$ cat src/sdram_wr_pkg.sv
// shared constants for the sdram write/precharge command block
package sdram_wr_pkg;
   // command encodings {cs_n, ras_n, cas_n, we_n}
   localparam logic [3:0] CMD_NOP = 4'h7;
   localparam logic [3:0] CMD_ACTIVE = 4'h3;
   localparam logic [3:0] CMD_READ = 4'h5;
   localparam logic [3:0] CMD_WRITE = 4'h4;
   localparam logic [3:0] CMD_BURST_TERM = 4'h6;
   localparam logic [3:0] CMD_PRECHARGE = 4'h2;
   localparam logic [3:0] CMD_REFRESH = 4'h1;
   localparam logic [3:0] CMD_LOAD_MODE = 4'h0;
   // address bit carrying auto precharge / all-bank select
   localparam int AP_BIT = 10;
   // mode word field positions
   localparam int MODE_BL_LSB = 0;
   localparam int MODE_CL_LSB = 4;
   localparam int MODE_WB_BIT = 9;
   // burst length code for continuous page
   localparam logic [2:0] BL_PAGE = 3'h7;
   // reset values of the mode word fields
   localparam logic [2:0] BL_RESET = 3'h0;
   localparam logic [2:0] CL_RESET = 3'h2;
   localparam logic WB_RESET = 1'b0;
   // clock period and timing figures in picoseconds
   localparam int CLK_PERIOD_PS = 5000;
   localparam int WRITE_RECOVERY_PS = 12000;
   localparam int PRECHARGE_PERIOD_PS = 18000;
   // write recovery: at least one whole clock plus the time, rounded up
   localparam int WR_CYCLES = 1 + (WRITE_RECOVERY_PS + CLK_PERIOD_PS - 1) / CLK_PERIOD_PS;
   localparam int RP_CYCLES = (PRECHARGE_PERIOD_PS + CLK_PERIOD_PS - 1) / CLK_PERIOD_PS;
   localparam int CNT_W = 4;
   localparam int CL_MAX = 3;
endpackage

$ cat src/bank_tracker.sv
// one bank: open/idle state, pending auto precharge, recovery and precharge timers
`timescale 1ns/1ps
`default_nettype none
module bank_tracker (
   input wire logic i_clk,
   input wire logic i_rst_n,
   input wire logic i_activate,
   input wire logic i_precharge_now,
   input wire logic i_ap_arm,
   input wire logic i_ap_start_rec,
   input wire logic i_ap_start_now,
   output logic o_open,
   output logic o_busy
);
   typedef enum {BANK_IDLE, BANK_OPEN, BANK_RECOVER, BANK_PRECHARGE} bank_state_t;
   bank_state_t state_r;
   logic [sdram_wr_pkg::CNT_W-1:0] cnt_r;
   logic ap_pending_r;

   // pending auto precharge flag, consumed when recovery or precharge starts
   always_ff @(posedge i_clk) begin
      if (!i_rst_n) begin
         ap_pending_r <= 1'b0;
      end else if (i_ap_arm && !i_ap_start_rec) begin
         ap_pending_r <= 1'b1;
      end else if (i_ap_start_rec || i_ap_start_now || i_precharge_now) begin
         ap_pending_r <= 1'b0;
      end
   end

   // bank released after the precharge count expires; recovery comes first only on a write auto precharge
   always_ff @(posedge i_clk) begin
      if (!i_rst_n) begin
         state_r <= BANK_IDLE;
         cnt_r <= '0;
      end else begin
         case (state_r)
            BANK_IDLE: begin
               if (i_activate) begin
                  state_r <= BANK_OPEN;
               end
            end
            BANK_OPEN: begin
               if (i_precharge_now || (ap_pending_r && i_ap_start_now)) begin
                  state_r <= BANK_PRECHARGE;
                  cnt_r <= sdram_wr_pkg::CNT_W'(sdram_wr_pkg::RP_CYCLES - 1);
               end else if ((ap_pending_r || i_ap_arm) && i_ap_start_rec) begin
                  state_r <= BANK_RECOVER;
                  cnt_r <= sdram_wr_pkg::CNT_W'(sdram_wr_pkg::WR_CYCLES - 1);
               end
            end
            BANK_RECOVER: begin
               if (cnt_r == '0) begin
                  state_r <= BANK_PRECHARGE;
                  cnt_r <= sdram_wr_pkg::CNT_W'(sdram_wr_pkg::RP_CYCLES - 1);
               end else begin
                  cnt_r <= cnt_r - 1'b1;
               end
            end
            BANK_PRECHARGE: begin
               if (cnt_r == '0) begin
                  state_r <= BANK_IDLE;
               end else begin
                  cnt_r <= cnt_r - 1'b1;
               end
            end
            default: state_r <= BANK_IDLE;
         endcase
      end
   end

   assign o_open = (state_r == BANK_OPEN);
   assign o_busy = (state_r == BANK_RECOVER) || (state_r == BANK_PRECHARGE);
endmodule
`default_nettype wire

$ cat src/col_counter.sv
// burst column counter: length check and page wrap
`timescale 1ns/1ps
`default_nettype none
module col_counter #(
   parameter int COL_W = 9
) (
   input wire logic i_clk,
   input wire logic i_rst_n,
   input wire logic i_load,
   input wire logic [COL_W-1:0] i_start_col,
   input wire logic [2:0] i_bl_code,
   input wire logic i_single,
   input wire logic i_advance,
   input wire logic i_stop,
   output logic [COL_W-1:0] o_col,
   output logic o_active,
   output logic o_last
);
   logic [COL_W-1:0] col_r;
   logic [COL_W-1:0] left_r;
   logic page_r;
   logic active_r;

   // beats left after the one in hand; page mode never counts down
   function automatic logic [COL_W-1:0] beats_after_first(input logic [2:0] code,
                                                         input logic single);
      if (single || code == 3'h0) begin
         beats_after_first = '0;
      end else begin
         beats_after_first = COL_W'((1 << code) - 1);
      end
   endfunction

   always_ff @(posedge i_clk) begin
      if (!i_rst_n) begin
         col_r <= '0;
         left_r <= '0;
         page_r <= 1'b0;
         active_r <= 1'b0;
      end else if (i_load) begin
         // the write edge stores its own beat, so the counter holds the next column
         col_r <= i_start_col + 1'b1;
         page_r <= (i_bl_code == sdram_wr_pkg::BL_PAGE);
         left_r <= beats_after_first(i_bl_code, i_single);
         active_r <= beats_after_first(i_bl_code, i_single) != '0;
      end else if (i_stop) begin
         active_r <= 1'b0;
      end else if (active_r && i_advance) begin
         col_r <= col_r + 1'b1; // wraps through zero by overflow
         if (!page_r) begin
            left_r <= left_r - 1'b1;
            if (left_r == COL_W'(1)) begin
               active_r <= 1'b0;
            end
         end
      end
   end

   assign o_col = col_r;
   assign o_active = active_r;
   assign o_last = active_r && !page_r && (left_r == COL_W'(1));
endmodule
`default_nettype wire

$ cat src/sdram_write_precharge_ctrl.sv
// sdram device command core for write bursts, precharge and auto precharge
// How it works
// - each write to an open bank starts its burst at the bank and column given with it
// - first data word taken with the write, then one per following edge
// - after a fixed burst ends, data pins stay released and input is dropped
// - page write bursts run until ended, wrapping to column zero
// - a new write may come any cycle and replaces the running burst
// - back-to-back writes at full rate to same or other banks
// - a read ends a write burst; data on and after it is ignored
// - auto precharge recovery is one whole clock plus write recovery time
// - burst terminate ends a write; its own edge data is dropped
// - write burst mode bit set makes every write a single column unless burst length is page
// - precharge closes one bank, or all when the address flag is high
// - auto precharge closes the bank at burst end, not in page mode
// - single writes with page length keep page mode and no auto precharge
// - auto precharge is chosen per command, never remembered
// - auto precharge starts at earliest point then runs the precharge period
// - write to another bank cuts an auto precharge read at registration
// - access to another bank cuts auto precharge write; recovery then precharge
`timescale 1ns/1ps
`default_nettype none
module sdram_write_precharge_ctrl #(
   parameter int COL_W = 9,
   parameter int DQ_W = 16,
   parameter int ADDR_W = 13
) (
   input wire logic I_CLOCK,
   input wire logic I_RST_N,
   input wire logic I_CS_N,
   input wire logic I_RAS_N,
   input wire logic I_CAS_N,
   input wire logic I_WE_N,
   input wire logic [1:0] I_BA,
   input wire logic [ADDR_W-1:0] I_ADDR,
   input wire logic [DQ_W-1:0] I_DQ,
   input wire logic I_DQM,
   output logic [DQ_W-1:0] O_DQ,
   output logic O_DQ_OE,
   output logic O_WR_EN,
   output logic [1:0] O_WR_BANK,
   output logic [COL_W-1:0] O_WR_COL,
   output logic [DQ_W-1:0] O_WR_DATA,
   output logic O_READ_START,
   output logic [1:0] O_READ_BANK,
   output logic [COL_W-1:0] O_READ_COL,
   output logic [3:0] O_BANK_OPEN,
   output logic [3:0] O_BANK_BUSY,
   output logic O_WRITE_ACTIVE
);
   // two-stage input sync; stage one feeds only stage two
   logic [3:0] cmd_s1;
   logic [3:0] cmd_s2;
   logic [1:0] ba_s1;
   logic [1:0] ba_s2;
   logic [ADDR_W-1:0] addr_s1;
   logic [ADDR_W-1:0] addr_s2;
   logic [DQ_W-1:0] dq_s1;
   logic [DQ_W-1:0] dq_s2;
   logic dqm_s1;
   logic dqm_s2;

   always_ff @(posedge I_CLOCK) begin
      if (!I_RST_N) begin
         cmd_s1 <= sdram_wr_pkg::CMD_NOP;
         cmd_s2 <= sdram_wr_pkg::CMD_NOP;
         ba_s1 <= '0;
         ba_s2 <= '0;
         addr_s1 <= '0;
         addr_s2 <= '0;
         dq_s1 <= '0;
         dq_s2 <= '0;
         dqm_s1 <= 1'b1;
         dqm_s2 <= 1'b1;
      end else begin
         cmd_s1 <= {I_CS_N, I_RAS_N, I_CAS_N, I_WE_N};
         cmd_s2 <= cmd_s1;
         ba_s1 <= I_BA;
         ba_s2 <= ba_s1;
         addr_s1 <= I_ADDR;
         addr_s2 <= addr_s1;
         dq_s1 <= I_DQ;
         dq_s2 <= dq_s1;
         dqm_s1 <= I_DQM;
         dqm_s2 <= dqm_s1;
      end
   end

   // command decode; command, address and data travel aligned through the sync
   logic is_write;
   logic is_read;
   logic is_pre;
   logic is_act;
   logic is_bst;
   logic is_mode;
   logic ap_flag;
   assign is_write = (cmd_s2 == sdram_wr_pkg::CMD_WRITE);
   assign is_read = (cmd_s2 == sdram_wr_pkg::CMD_READ);
   assign is_pre = (cmd_s2 == sdram_wr_pkg::CMD_PRECHARGE);
   assign is_act = (cmd_s2 == sdram_wr_pkg::CMD_ACTIVE);
   assign is_bst = (cmd_s2 == sdram_wr_pkg::CMD_BURST_TERM);
   assign is_mode = (cmd_s2 == sdram_wr_pkg::CMD_LOAD_MODE);
   assign ap_flag = addr_s2[sdram_wr_pkg::AP_BIT];

   // mode word: burst length, cas latency, write burst mode bit
   logic [2:0] burst_length_r;
   logic [2:0] cas_latency_r;
   logic write_burst_mode_bit_r;
   always_ff @(posedge I_CLOCK) begin
      if (!I_RST_N) begin
         burst_length_r <= sdram_wr_pkg::BL_RESET;
         cas_latency_r <= sdram_wr_pkg::CL_RESET;
         write_burst_mode_bit_r <= sdram_wr_pkg::WB_RESET;
      end else if (is_mode) begin
         burst_length_r <= addr_s2[sdram_wr_pkg::MODE_BL_LSB +: 3];
         cas_latency_r <= addr_s2[sdram_wr_pkg::MODE_CL_LSB +: 3];
         write_burst_mode_bit_r <= addr_s2[sdram_wr_pkg::MODE_WB_BIT];
      end
   end

   logic page_mode;
   assign page_mode = (burst_length_r == sdram_wr_pkg::BL_PAGE);

   // running write burst context
   logic wr_active;
   logic wr_last;
   logic [COL_W-1:0] wr_col;
   logic [1:0] wr_bank_r;
   logic wr_ap_r;
   logic new_write_ok;
   logic bank_open_vec [4];
   logic bank_busy_vec [4];

   assign new_write_ok = is_write && bank_open_vec[ba_s2]; // idle bank refuses access

   // the write counter; a read, terminate, or precharge of its bank or all banks cuts it short
   col_counter #(
      .COL_W(COL_W)
   ) u_wr_col (
      .i_clk(I_CLOCK),
      .i_rst_n(I_RST_N),
      .i_load(new_write_ok),
      .i_start_col(addr_s2[COL_W-1:0]),
      .i_bl_code(burst_length_r),
      .i_single(write_burst_mode_bit_r && !page_mode),
      .i_advance(1'b1),
      .i_stop(is_read || is_bst || (is_pre && (ap_flag || ba_s2 == wr_bank_r))),
      .o_col(wr_col),
      .o_active(wr_active),
      .o_last(wr_last)
   );

   // a beat is stored on the write edge itself or while the burst runs
   logic beat_cmd;
   logic beat_run;
   assign beat_cmd = new_write_ok;
   assign beat_run = wr_active && !is_write && !is_read && !is_bst && !is_pre;

   always_ff @(posedge I_CLOCK) begin
      if (!I_RST_N) begin
         O_WR_EN <= 1'b0;
         O_WR_BANK <= '0;
         O_WR_COL <= '0;
         O_WR_DATA <= '0;
      end else begin
         // masked beats still advance the column but store nothing
         O_WR_EN <= (beat_cmd || beat_run) && !dqm_s2;
         O_WR_BANK <= beat_cmd ? ba_s2 : wr_bank_r;
         O_WR_COL <= beat_cmd ? addr_s2[COL_W-1:0] : wr_col;
         O_WR_DATA <= dq_s2;
      end
   end

   // per-command auto precharge capture; never carried over
   always_ff @(posedge I_CLOCK) begin
      if (!I_RST_N) begin
         wr_bank_r <= '0;
         wr_ap_r <= 1'b0;
      end else if (new_write_ok) begin
         wr_bank_r <= ba_s2;
         wr_ap_r <= ap_flag && !page_mode;
      end
   end

   // read tracking for auto precharge on read bursts
   logic rd_active_r;
   logic [1:0] rd_bank_r;
   logic rd_ap_r;
   logic [sdram_wr_pkg::CNT_W-1:0] rd_left_r;
   logic rd_ok;
   assign rd_ok = is_read && bank_open_vec[ba_s2];

   function automatic logic [sdram_wr_pkg::CNT_W-1:0] read_beats(input logic [2:0] code);
      read_beats = (code == 3'h0) ? '0 : sdram_wr_pkg::CNT_W'((1 << code) - 1);
   endfunction

   always_ff @(posedge I_CLOCK) begin
      if (!I_RST_N) begin
         rd_active_r <= 1'b0;
         rd_bank_r <= '0;
         rd_ap_r <= 1'b0;
         rd_left_r <= '0;
      end else if (rd_ok) begin
         rd_active_r <= 1'b1;
         rd_bank_r <= ba_s2;
         rd_ap_r <= ap_flag && !page_mode;
         rd_left_r <= page_mode ? '0 : read_beats(burst_length_r); // reads keep length
      end else if (new_write_ok || is_bst || is_pre) begin
         rd_active_r <= 1'b0;
      end else if (rd_active_r && !page_mode) begin
         if (rd_left_r == '0) begin
            rd_active_r <= 1'b0;
         end else begin
            rd_left_r <= rd_left_r - 1'b1;
         end
      end
   end

   // read launch strobe toward the array; output path not covered here
   always_ff @(posedge I_CLOCK) begin
      if (!I_RST_N) begin
         O_READ_START <= 1'b0;
         O_READ_BANK <= '0;
         O_READ_COL <= '0;
      end else begin
         O_READ_START <= rd_ok;
         O_READ_BANK <= ba_s2;
         O_READ_COL <= addr_s2[COL_W-1:0];
      end
   end

   // auto precharge triggers per bank
   logic [3:0] ap_arm;
   logic [3:0] ap_rec;
   logic [3:0] ap_now;
   logic [3:0] pre_now;
   logic wr_natural_end;
   logic rd_natural_end;
   logic wr_cut_other;
   logic rd_cut_other;
   assign wr_natural_end = wr_last && beat_run;
   assign rd_natural_end = rd_active_r && !page_mode && rd_left_r == '0 && !rd_ok;
   assign wr_cut_other = wr_active && (is_read || is_write) && ba_s2 != wr_bank_r;
   assign rd_cut_other = rd_active_r && (is_read || is_write) && ba_s2 != rd_bank_r;

   always_comb begin
      ap_arm = '0;
      ap_rec = '0;
      ap_now = '0;
      pre_now = '0;
      if (new_write_ok && ap_flag && !page_mode) begin
         ap_arm[ba_s2] = 1'b1;
      end
      if (rd_ok && ap_flag && !page_mode) begin
         ap_arm[ba_s2] = 1'b1;
      end
      // write with auto precharge: recovery then precharge
      if (wr_ap_r && (wr_natural_end || wr_cut_other || (wr_active && beat_cmd == 1'b0
            && wr_last && !beat_run))) begin
         ap_rec[wr_bank_r] = 1'b1;
      end
      if (new_write_ok && ap_flag && !page_mode && (write_burst_mode_bit_r
            || burst_length_r == 3'h0)) begin
         ap_rec[ba_s2] = 1'b1;
      end
      // read with auto precharge: precharge starts at once
      if (rd_ap_r && (rd_natural_end || rd_cut_other)) begin
         ap_now[rd_bank_r] = 1'b1;
      end
      if (is_pre) begin
         if (ap_flag) begin
            pre_now = 4'hf;
         end else begin
            pre_now[ba_s2] = 1'b1;
         end
      end
   end

   // four bank trackers
   logic [3:0] open_bits;
   logic [3:0] busy_bits;
   genvar gi;
   generate
      for (gi = 0; gi < 4; gi++) begin : g_bank
         bank_tracker u_bank (
            .i_clk(I_CLOCK),
            .i_rst_n(I_RST_N),
            .i_activate(is_act && ba_s2 == 2'(gi)),
            .i_precharge_now(pre_now[gi]),
            .i_ap_arm(ap_arm[gi]),
            .i_ap_start_rec(ap_rec[gi]),
            .i_ap_start_now(ap_now[gi]),
            .o_open(open_bits[gi]),
            .o_busy(busy_bits[gi])
         );
         assign bank_open_vec[gi] = open_bits[gi];
         assign bank_busy_vec[gi] = busy_bits[gi];
      end
   endgenerate

   // status and data pin outputs; writes never drive the pins
   always_ff @(posedge I_CLOCK) begin
      if (!I_RST_N) begin
         O_BANK_OPEN <= '0;
         O_BANK_BUSY <= '0;
         O_WRITE_ACTIVE <= 1'b0;
         O_DQ <= '0;
         O_DQ_OE <= 1'b0;
      end else begin
         O_BANK_OPEN <= open_bits;
         O_BANK_BUSY <= busy_bits;
         O_WRITE_ACTIVE <= wr_active;
         O_DQ <= '0;
         O_DQ_OE <= 1'b0; // read data path lives elsewhere
      end
   end
endmodule
`default_nettype wire

$ cat config.mk
export PLATFORM = sky130hd
export DESIGN_NAME = sdram_write_precharge_ctrl
export DESIGN_NICKNAME = d
export VERILOG_FILES = /design/src/sdram_wr_pkg.sv /design/src/bank_tracker.sv /design/src/col_counter.sv /design/src/sdram_write_precharge_ctrl.sv
export SDC_FILE = /design/constraint.sdc
export NUM_CORES = 1
export LEC_CHECK = 0
export BUFFER_PORTS_ARGS = -buffer_cell sky130_fd_sc_hd__buf_2
export CAP_MARGIN = 25
export CORE_MARGIN = 1.5
export CORE_UTILIZATION = 35
export CTS_BUF_LIST = sky130_fd_sc_hd__clkbuf_4
export DETAILED_ROUTE_END_ITERATION = 12
export SKIP_LAST_GASP = 1
export SLEW_MARGIN = 15
export SYNTH_ARGS = -nofsm -noshare
export SYNTH_HDL_FRONTEND = slang
export SYNTH_SLANG_ARGS = --single-unit
$ cat constraint.sdc
create_clock -name I_CLOCK -period 3.15 [get_ports I_CLOCK]
set_input_delay 0.63 -clock I_CLOCK [delete_from_list [all_inputs] [get_ports I_CLOCK]]
set_output_delay 0.63 -clock I_CLOCK [all_outputs]
set_load 0.03 [all_outputs]
* Yosys cells after proc, flatten, opt, wreduce, memory -nomap -nowiden *
Index checks and enable logic that the tools add are counted.

storage, ports and cells
  input bits = 38
  register bits after elaboration = 298
  output and inout port bits = 66

operators by class
  order comparisons = 7
  reduce and logical (&&, ||, !) cells = 131
  eq/ne operators = 61
  shift-type cells = 1
  add/sub/neg operators = 9
  multiplexer cells = 94
  bitwise logic cells = 4

operators by type and width
  cell                                                  number
  2-to-1 mux 32 bit                                     20
  case mux 32 bit (4 select lines)                      4
  equality test 32 x 2 -> 1 bit, second input constant  12
  equality test 32 x 3 -> 1 bit, second input constant  8
  equality test 32 x 1 -> 1 bit, second input constant  4
  logical NOT 32 bit                                    4
  2-to-1 mux 4 bit                                      29
  2-to-1 mux 9 bit                                      11
  logical AND 1 bit                                     49
  case mux 4 bit (3 select lines)                       4
  logical OR 1 bit                                      32
  logical NOT 4 bit                                     6
  != test 2 x 1 -> 1 bit, second input constant         12
  2-to-1 mux 1 bit                                      22
  subtractor 4 x 1 -> 4 bit, second input constant      5
  adder 9 x 1 -> 9 bit, second input constant           2
  AND reduction 3 bit                                   6
  nonzero test 3 bit                                    6
  != test 2 bit, second input constant                  8
  AND reduction 4 bit                                   4
  logical NOT 1 bit                                     13
  equality test 4 x 3 -> 1 bit, second input constant   3
  != test 3 x 1 -> 1 bit, second input constant         4
  nonzero test 2 bit                                    6
  22 further kinds                                      33

* Logic depth before layout (Yosys ltp) *
  word-level depth = 18
  gate-level depth with buffers = 13

* By module *
Synthesis repeated with hierarchy kept, for this count alone.

unflattened totals
  cells, all modules = 848
  area total of the unflattened synthesis = 7865.0 um2

by module, submodules not included
  module                      cells an instance  times used  area each (um2)  sequential area each (um2)
  sdram_write_precharge_ctrl  426                1           4374.2           2602.5
  bank_tracker                60                 4           516.7            140.1
  col_counter                 182                1           1423.9           400.4

* Worst setup path after synthesis *
Ideal clock, no wire load.

  path type = register to register
  start = reg g_bank[3].u_bank.state_r[1]
  end = reg u_wr_col.col_r[6] (netlist: u_wr_col.o_col[6])
  cell stages (with the launch flop) = 14
  library setup time = 0.075 ns
  path buffers = 2
  clock period less this slack = 3.037 ns
  arrival time = 2.963 ns
  path slack = 0.113 ns
  cell sequence = dfxtp_1 > inv_1 > ha_1 > mux4_2 > nand2_1 > clkbuf_1 > clkbuf_1 > nand2_1 > nand2_1 > ha_1 > and3_1 > nand3_1 > xor2_1 > o22ai_1

between the ends
  word-level cells in the longest chain between the ends = 7
  elaborated cells on any way between the ends = 9
  classes of those cells = 2 x eq/ne; 4 x mux; 3 x reduce/logical

ends and longest elaborated chain
  what                                                                  RTL line                           RTL
  from (decl)                                                           bank_tracker.sv:16                 bank_state_t state_r;
  from (signal assigned)                                                bank_tracker.sv:34                 state_r <= BANK_IDLE;
  from (signal assigned)                                                bank_tracker.sv:40                 state_r <= BANK_OPEN;
  from (signal assigned)                                                bank_tracker.sv:45                 state_r <= BANK_PRECHARGE;
  equality test 32 x 2 -> 1 bit *                                       bank_tracker.sv:72                 assign o_open = (state_r == BANK_OPEN);
  via g_bank[3].u_bank.o_open                                           bank_tracker.sv:12                 output logic o_open,
  binary-select mux 1 bit (select 2 bit) *                              sdram_write_precharge_ctrl.sv:133  assign new_write_ok = is_write && bank_open_vec[ba_s2];
  2-to-1 mux 1 bit (implied by the code) * (2 in a row)                 sdram_write_precharge_ctrl.sv:133
  logical AND 1 bit *                                                   sdram_write_precharge_ctrl.sv:133
  != test 2 bit (no line) / nonzero test 2 bit (equally long branches)  --
  AND reduction 2 bit (no line)                                         --
  to (signal assigned)                                                  col_counter.sv:42                  col_r <= i_start_col + 1'b1;
  to (signal assigned)                                                  col_counter.sv:49                  col_r <= col_r + 1'b1;
  to (decl)                                                             col_counter.sv:19                  logic [COL_W-1:0] col_r;

Mark *: on every way through the listed nets, which the timed path passes. The rest lies on a longest branch. The select of a mux whose other input is x is not followed.
A chain may end at the register's enable or synchronous reset.

* Worst setup path after layout *
  start = reg g_bank[0].u_bank.state_r[1]
  end = reg g_bank[0].u_bank.cnt_r[3] (netlist name)

between the ends
  word-level cells in the longest chain between the ends = 17
  elaborated cells on any way between the ends = 41
  classes of those cells = 6 x eq/ne; 10 x mux; 3 x bitwise; 22 x reduce/logical

ends and longest elaborated chain
  what                                                   RTL line                                                              RTL
  from (decl)                                            bank_tracker.sv:16
  from (signal assigned)                                 bank_tracker.sv:34
  from (signal assigned)                                 bank_tracker.sv:40
  from (signal assigned)                                 bank_tracker.sv:45
  equality test 32 x 2 -> 1 bit *                        bank_tracker.sv:72
  via g_bank[0].u_bank.o_open                            bank_tracker.sv:12
  binary-select mux 1 bit (select 2 bit) *               sdram_write_precharge_ctrl.sv:133, sdram_write_precharge_ctrl.sv:190
  2-to-1 mux 1 bit (implied by the code) * (2 in a row)  sdram_write_precharge_ctrl.sv:133, sdram_write_precharge_ctrl.sv:190
  logical AND 1 bit                                      sdram_write_precharge_ctrl.sv:133
  NOT 1 bit                                              sdram_write_precharge_ctrl.sv:257                                     if (wr_ap_r && (wr_natural_end || wr_cut_other || (wr_active && beat_cmd == 1'b0
  logical AND 1 bit                                      sdram_write_precharge_ctrl.sv:257
  logical AND 1 bit (2 in a row)                         sdram_write_precharge_ctrl.sv:258                                     && wr_last && !beat_run))) begin
  logical OR 1 bit                                       sdram_write_precharge_ctrl.sv:257
  logical AND 1 bit                                      sdram_write_precharge_ctrl.sv:257
  2-to-1 mux 4 bit                                       sdram_write_precharge_ctrl.sv:257
  bitwise OR 4 bit (no line)                             --
  2-to-1 mux 4 bit                                       sdram_write_precharge_ctrl.sv:261                                     if (new_write_ok && ap_flag && !page_mode && (write_burst_mode_bit_r
  logical AND 1 bit                                      bank_tracker.sv:47                                                    end else if ((ap_pending_r || i_ap_arm) && i_ap_start_rec) begin
  != test 3 x 1 -> 1 bit (no line)                       --
  AND reduction 3 bit (no line)                          --
  to (signal assigned)                                   bank_tracker.sv:46                                                    cnt_r <= sdram_wr_pkg::CNT_W'(sdram_wr_pkg::RP_CYCLES - 1);
  to (signal assigned)                                   bank_tracker.sv:49                                                    cnt_r <= sdram_wr_pkg::CNT_W'(sdram_wr_pkg::WR_CYCLES - 1);
  to (signal assigned)                                   bank_tracker.sv:55                                                    cnt_r <= sdram_wr_pkg::CNT_W'(sdram_wr_pkg::RP_CYCLES - 1);
  to (decl)                                              bank_tracker.sv:17                                                    logic [sdram_wr_pkg::CNT_W-1:0] cnt_r;

Marks and branches as above.

==> flow_summary_export.csv <==
group,metric,value,unit
die,die_h,152,um
die,placementRows,54,
sta,hold_violations,0,
worst_setup_path,startpoint,"g_bank[0].u_bank.state_r[1]",
worst_setup_path,r2r-end,"g_bank[0].u_bank.cnt_r[3]",
clock_tree,cts_buffers,17,
place,place.gp.congestion,0.798,
worst_setup_path,crit_end,"g_bank[0].u_bank.cnt_r[3]",
sta,worst_slack,0.100,ns
worst_setup_path,critPathMaxStageDelay,0.55,ns
clock_tree,clockBufferDepth,2,
layout,post-route-util,40.9,%
global_routing,overflow,0,
worst_setup_path,rr_worst_depth,9,
layout,drive_gt1_share,18.2,%
die,die-width,152,um
sta,setup_viol,0,
worst_setup_path,worstPathCellList,"inv_1 -> ha_1 -> mux4_2 -> a2111o_1 -> and3_4 -> o311a_1 -> a21oi_4 -> o21ai_0 -> a31o_1",
drt,post_drt_wl_per_cell,13.6,um
logic_synthesis,avgSynthCellArea,9.10,sq um
sta,grt_setup_unrepaired,"true",
job,drv_cap,0,
power,switching_share,33.0,%
global_routing,grt_pass1_vias,5880,
sta,period_share,96.8,%
clock_tree,insertion_delay,0.58,ns
die,core,21800,sq um
sta,hold_slack,0.199,ns
worst_setup_path,arrival,3.55,ns
clock_tree,holdBufCountCts,0,
worst_setup_path,reg2reg_slack,0.10,ns
power,clock_power_share,29.1,%
power,finalPower,4.84,mW
logic_synthesis,synth_cell_type_count,73,
logic_synthesis,synth_warnings,0,
power,p_int,3.24,mW
die,die_area,23200,sq um
die,pin_count,104,
layout,area_growth,14.6,%
sta,max_freq,328,MHz
drt,drt_first_pass_iters,5,
sta,maxSlewViolCount,0,
layout,final_nets,1020,
power,power_frac_comb,19.9,%
logic_synthesis,synthCells,857,
power,switching_power,1.60,mW
clock_tree,path_clk_slew,0.19,ns
sta,period_minus_slack,3.05,ns
logic_synthesis,seq_area_frac_synth,45.7,%
place,placed_area,8560,sq um
power,cellLeakagePower,3.67,nW
drt,vias_per_cell,4.92,
layout,final_cells,1241,
clock_tree,cts-root-buf,"clkbuf_4",
clock_tree,h-tree-depth,4,
place,dpl_worst_slack,0.113,ns
worst_setup_path,crit_path_max_fanout,7,
sta,slew_headroom,43.3,%
sta,fin_setup_tns,0,ns
sta,worst_pin_slew,0.829,ns
worst_setup_path,criticalPathCategory,"register to register",
power,ir_drop,306,uV
die,start_util,35.7,%
clock_tree,cts_tree,"yes",
worst_setup_path,crit_required,3.65,ns
layout,final_cell_mix,"178 x dfxtp_1, 93 x and2_1, 83 x buf_2",
drt,drtIter0Drc,477,
logic_synthesis,syn_area,7800,sq um
clock_tree,numClockSinks,178,
layout,final_common_cell,"dfxtp_1",
global_routing,grt_pass1_wl,28800,um
global_routing,grt_use_total,15.0,%
drt,drc,0,
worst_setup_path,cp-end-kind,"register",
status,outcome,"finished clean",
worst_setup_path,r2r_start,"g_bank[0].u_bank.state_r[1]",
worst_setup_path,crit_slowest_cell,"mux4_2",
layout,final_cell_area,8930,sq um
worst_setup_path,startpoint_type,"register",
sta,clock_skew,0.0272,ns
drt,wl,16900,um
power,powerDensity,541,nW/um^2
global_routing,grt_max_degree,80,
logic_synthesis,async_flop_share,0,%
place,placedCellCount,1205,
place,port_buffers,84,
place,dp.final_hpwl,11700,um
drt,postRouteAntennaNets,0,
logic_synthesis,synth_edf_count,0,
drt,vias,6107,
logic_synthesis,ys_ff_latch,178,
global_routing,antenna_found_initial,1,
logic_synthesis,ys.flop_type,"dfxtp_1",
worst_hold_path,hold_class,"primary input to register",
power,pwr-share-seq,51.0,%
==> power groups by stage <==
stage               Combinational, mW  Clock (mW)  Sequential, mW
finish                          0.962        1.41            2.47
CTS                             0.939        1.47            2.47
floorplan                       0.673           0            2.53
global route                     1.09        1.57            2.49
detailed placement              0.937           0            2.52
global placement                0.913           0            2.51
==> cell usage after synthesis (all sizes together), types with 15 or more instances <==
library cell    n  area, sq um
and2           94          588
a21oi          57          297
ha             35          438
nand3          26          130
o21ai          30          180
buf            25          161
clkbuf         36          136
inv            31          116
nor3           16         80.1
nand2          78          295
nor2           54          203
dfxtp         178         3560
nand2b         15         93.8
xor2           17          149
==> worst min-delay path by stage <==
| stage | startpoint | cells past startpoint | endpoint |
|---|---|---|---|
| 2_1_floorplan | dqm_s2 | 1 | O_WR_EN |
| 3_3_place_gp | dqm_s2 | 1 | O_WR_EN |
| 3_5_place_dp | dqm_s2 | 1 | O_WR_EN |
| 4_1_cts | I_WE_N | 2 | cmd_s1[0] |
| 5_1_grt | I_WE_N | 2 | cmd_s1[0] |
| 6_report | I_WE_N | 2 | cmd_s1[0] |
==> critical path, delay by kind of cell, from the launching register on <==
family	cells	cell delay, ns
adders and majority gates	1	0.20
muxes	1	0.55
DFF	1	0.44
buffers and inverters	1	0.10
and+or+nand+nor	1	0.24
AOI/OAI and AO/OA	5	1.43
==> logic make-up after synthesis <==
family | count (synthesis) | synth area share, %
AO/OA/AOI/OAI | 166 | 14.6
other | 1 | 0.0481
XOR/XNOR | 25 | 2.81
multiplexers | 15 | 2.13
AND/OR/NAND/NOR | 345 | 23.8
flip-flops | 178 | 45.7
adder cells (fa/ha/maj) | 35 | 5.62
buffers and inverters | 92 | 5.31
==> cell type report <==
type                       instances  area (sq um)
antenna                            1          2.50
tap                              280           350
fill                            2203         12900
clock inverter                    15           205
multi-input combinational        603          3890
clock buffer                      17           128
sequential                       178          3560
timing repair buffer             116           676
inverter                          31           116
==> routing by layer <==
metal / vias to the layer above / track usage, % / routed length, um
li1: 3096 / - / -
met2: 141 / 24.4 / 7840
met5: - / 0 / 0
met1: 2852 / 19.6 / 8010
met3: 18 / 3.87 / 870
met4: 0 / 4.53 / 201
==> repair_timing <==
action / CTS / global route
gates resized for setup: 0 / 5
endpoints found under the setup margin: 0 / 9
buffers inserted: 0 / 3
==> flip-flops by register name, indices dropped and copies added (netlist names), 2 cells and up <==
register / cells
O_BANK_BUSY: 4
O_BANK_OPEN: 4
O_READ_BANK: 2
O_READ_COL: 9
O_WR_COL: 9
O_WR_DATA: 16
addr_s1: 11
addr_s2: 11
ba_s1: 2
ba_s2: 2
burst_length_r: 3
cmd_s1: 4
cmd_s2: 4
dq_s1: 16
dq_s2: 16
g_bank.u_bank.ap_pending_r: 4
g_bank.u_bank.cnt_r: 16
g_bank.u_bank.state_r: 8
rd_bank_r: 2
rd_left_r: 4
u_wr_col.left_r: 9
u_wr_col.o_col: 9
wr_bank_r: 2
(Power assumes the default switching activity.)
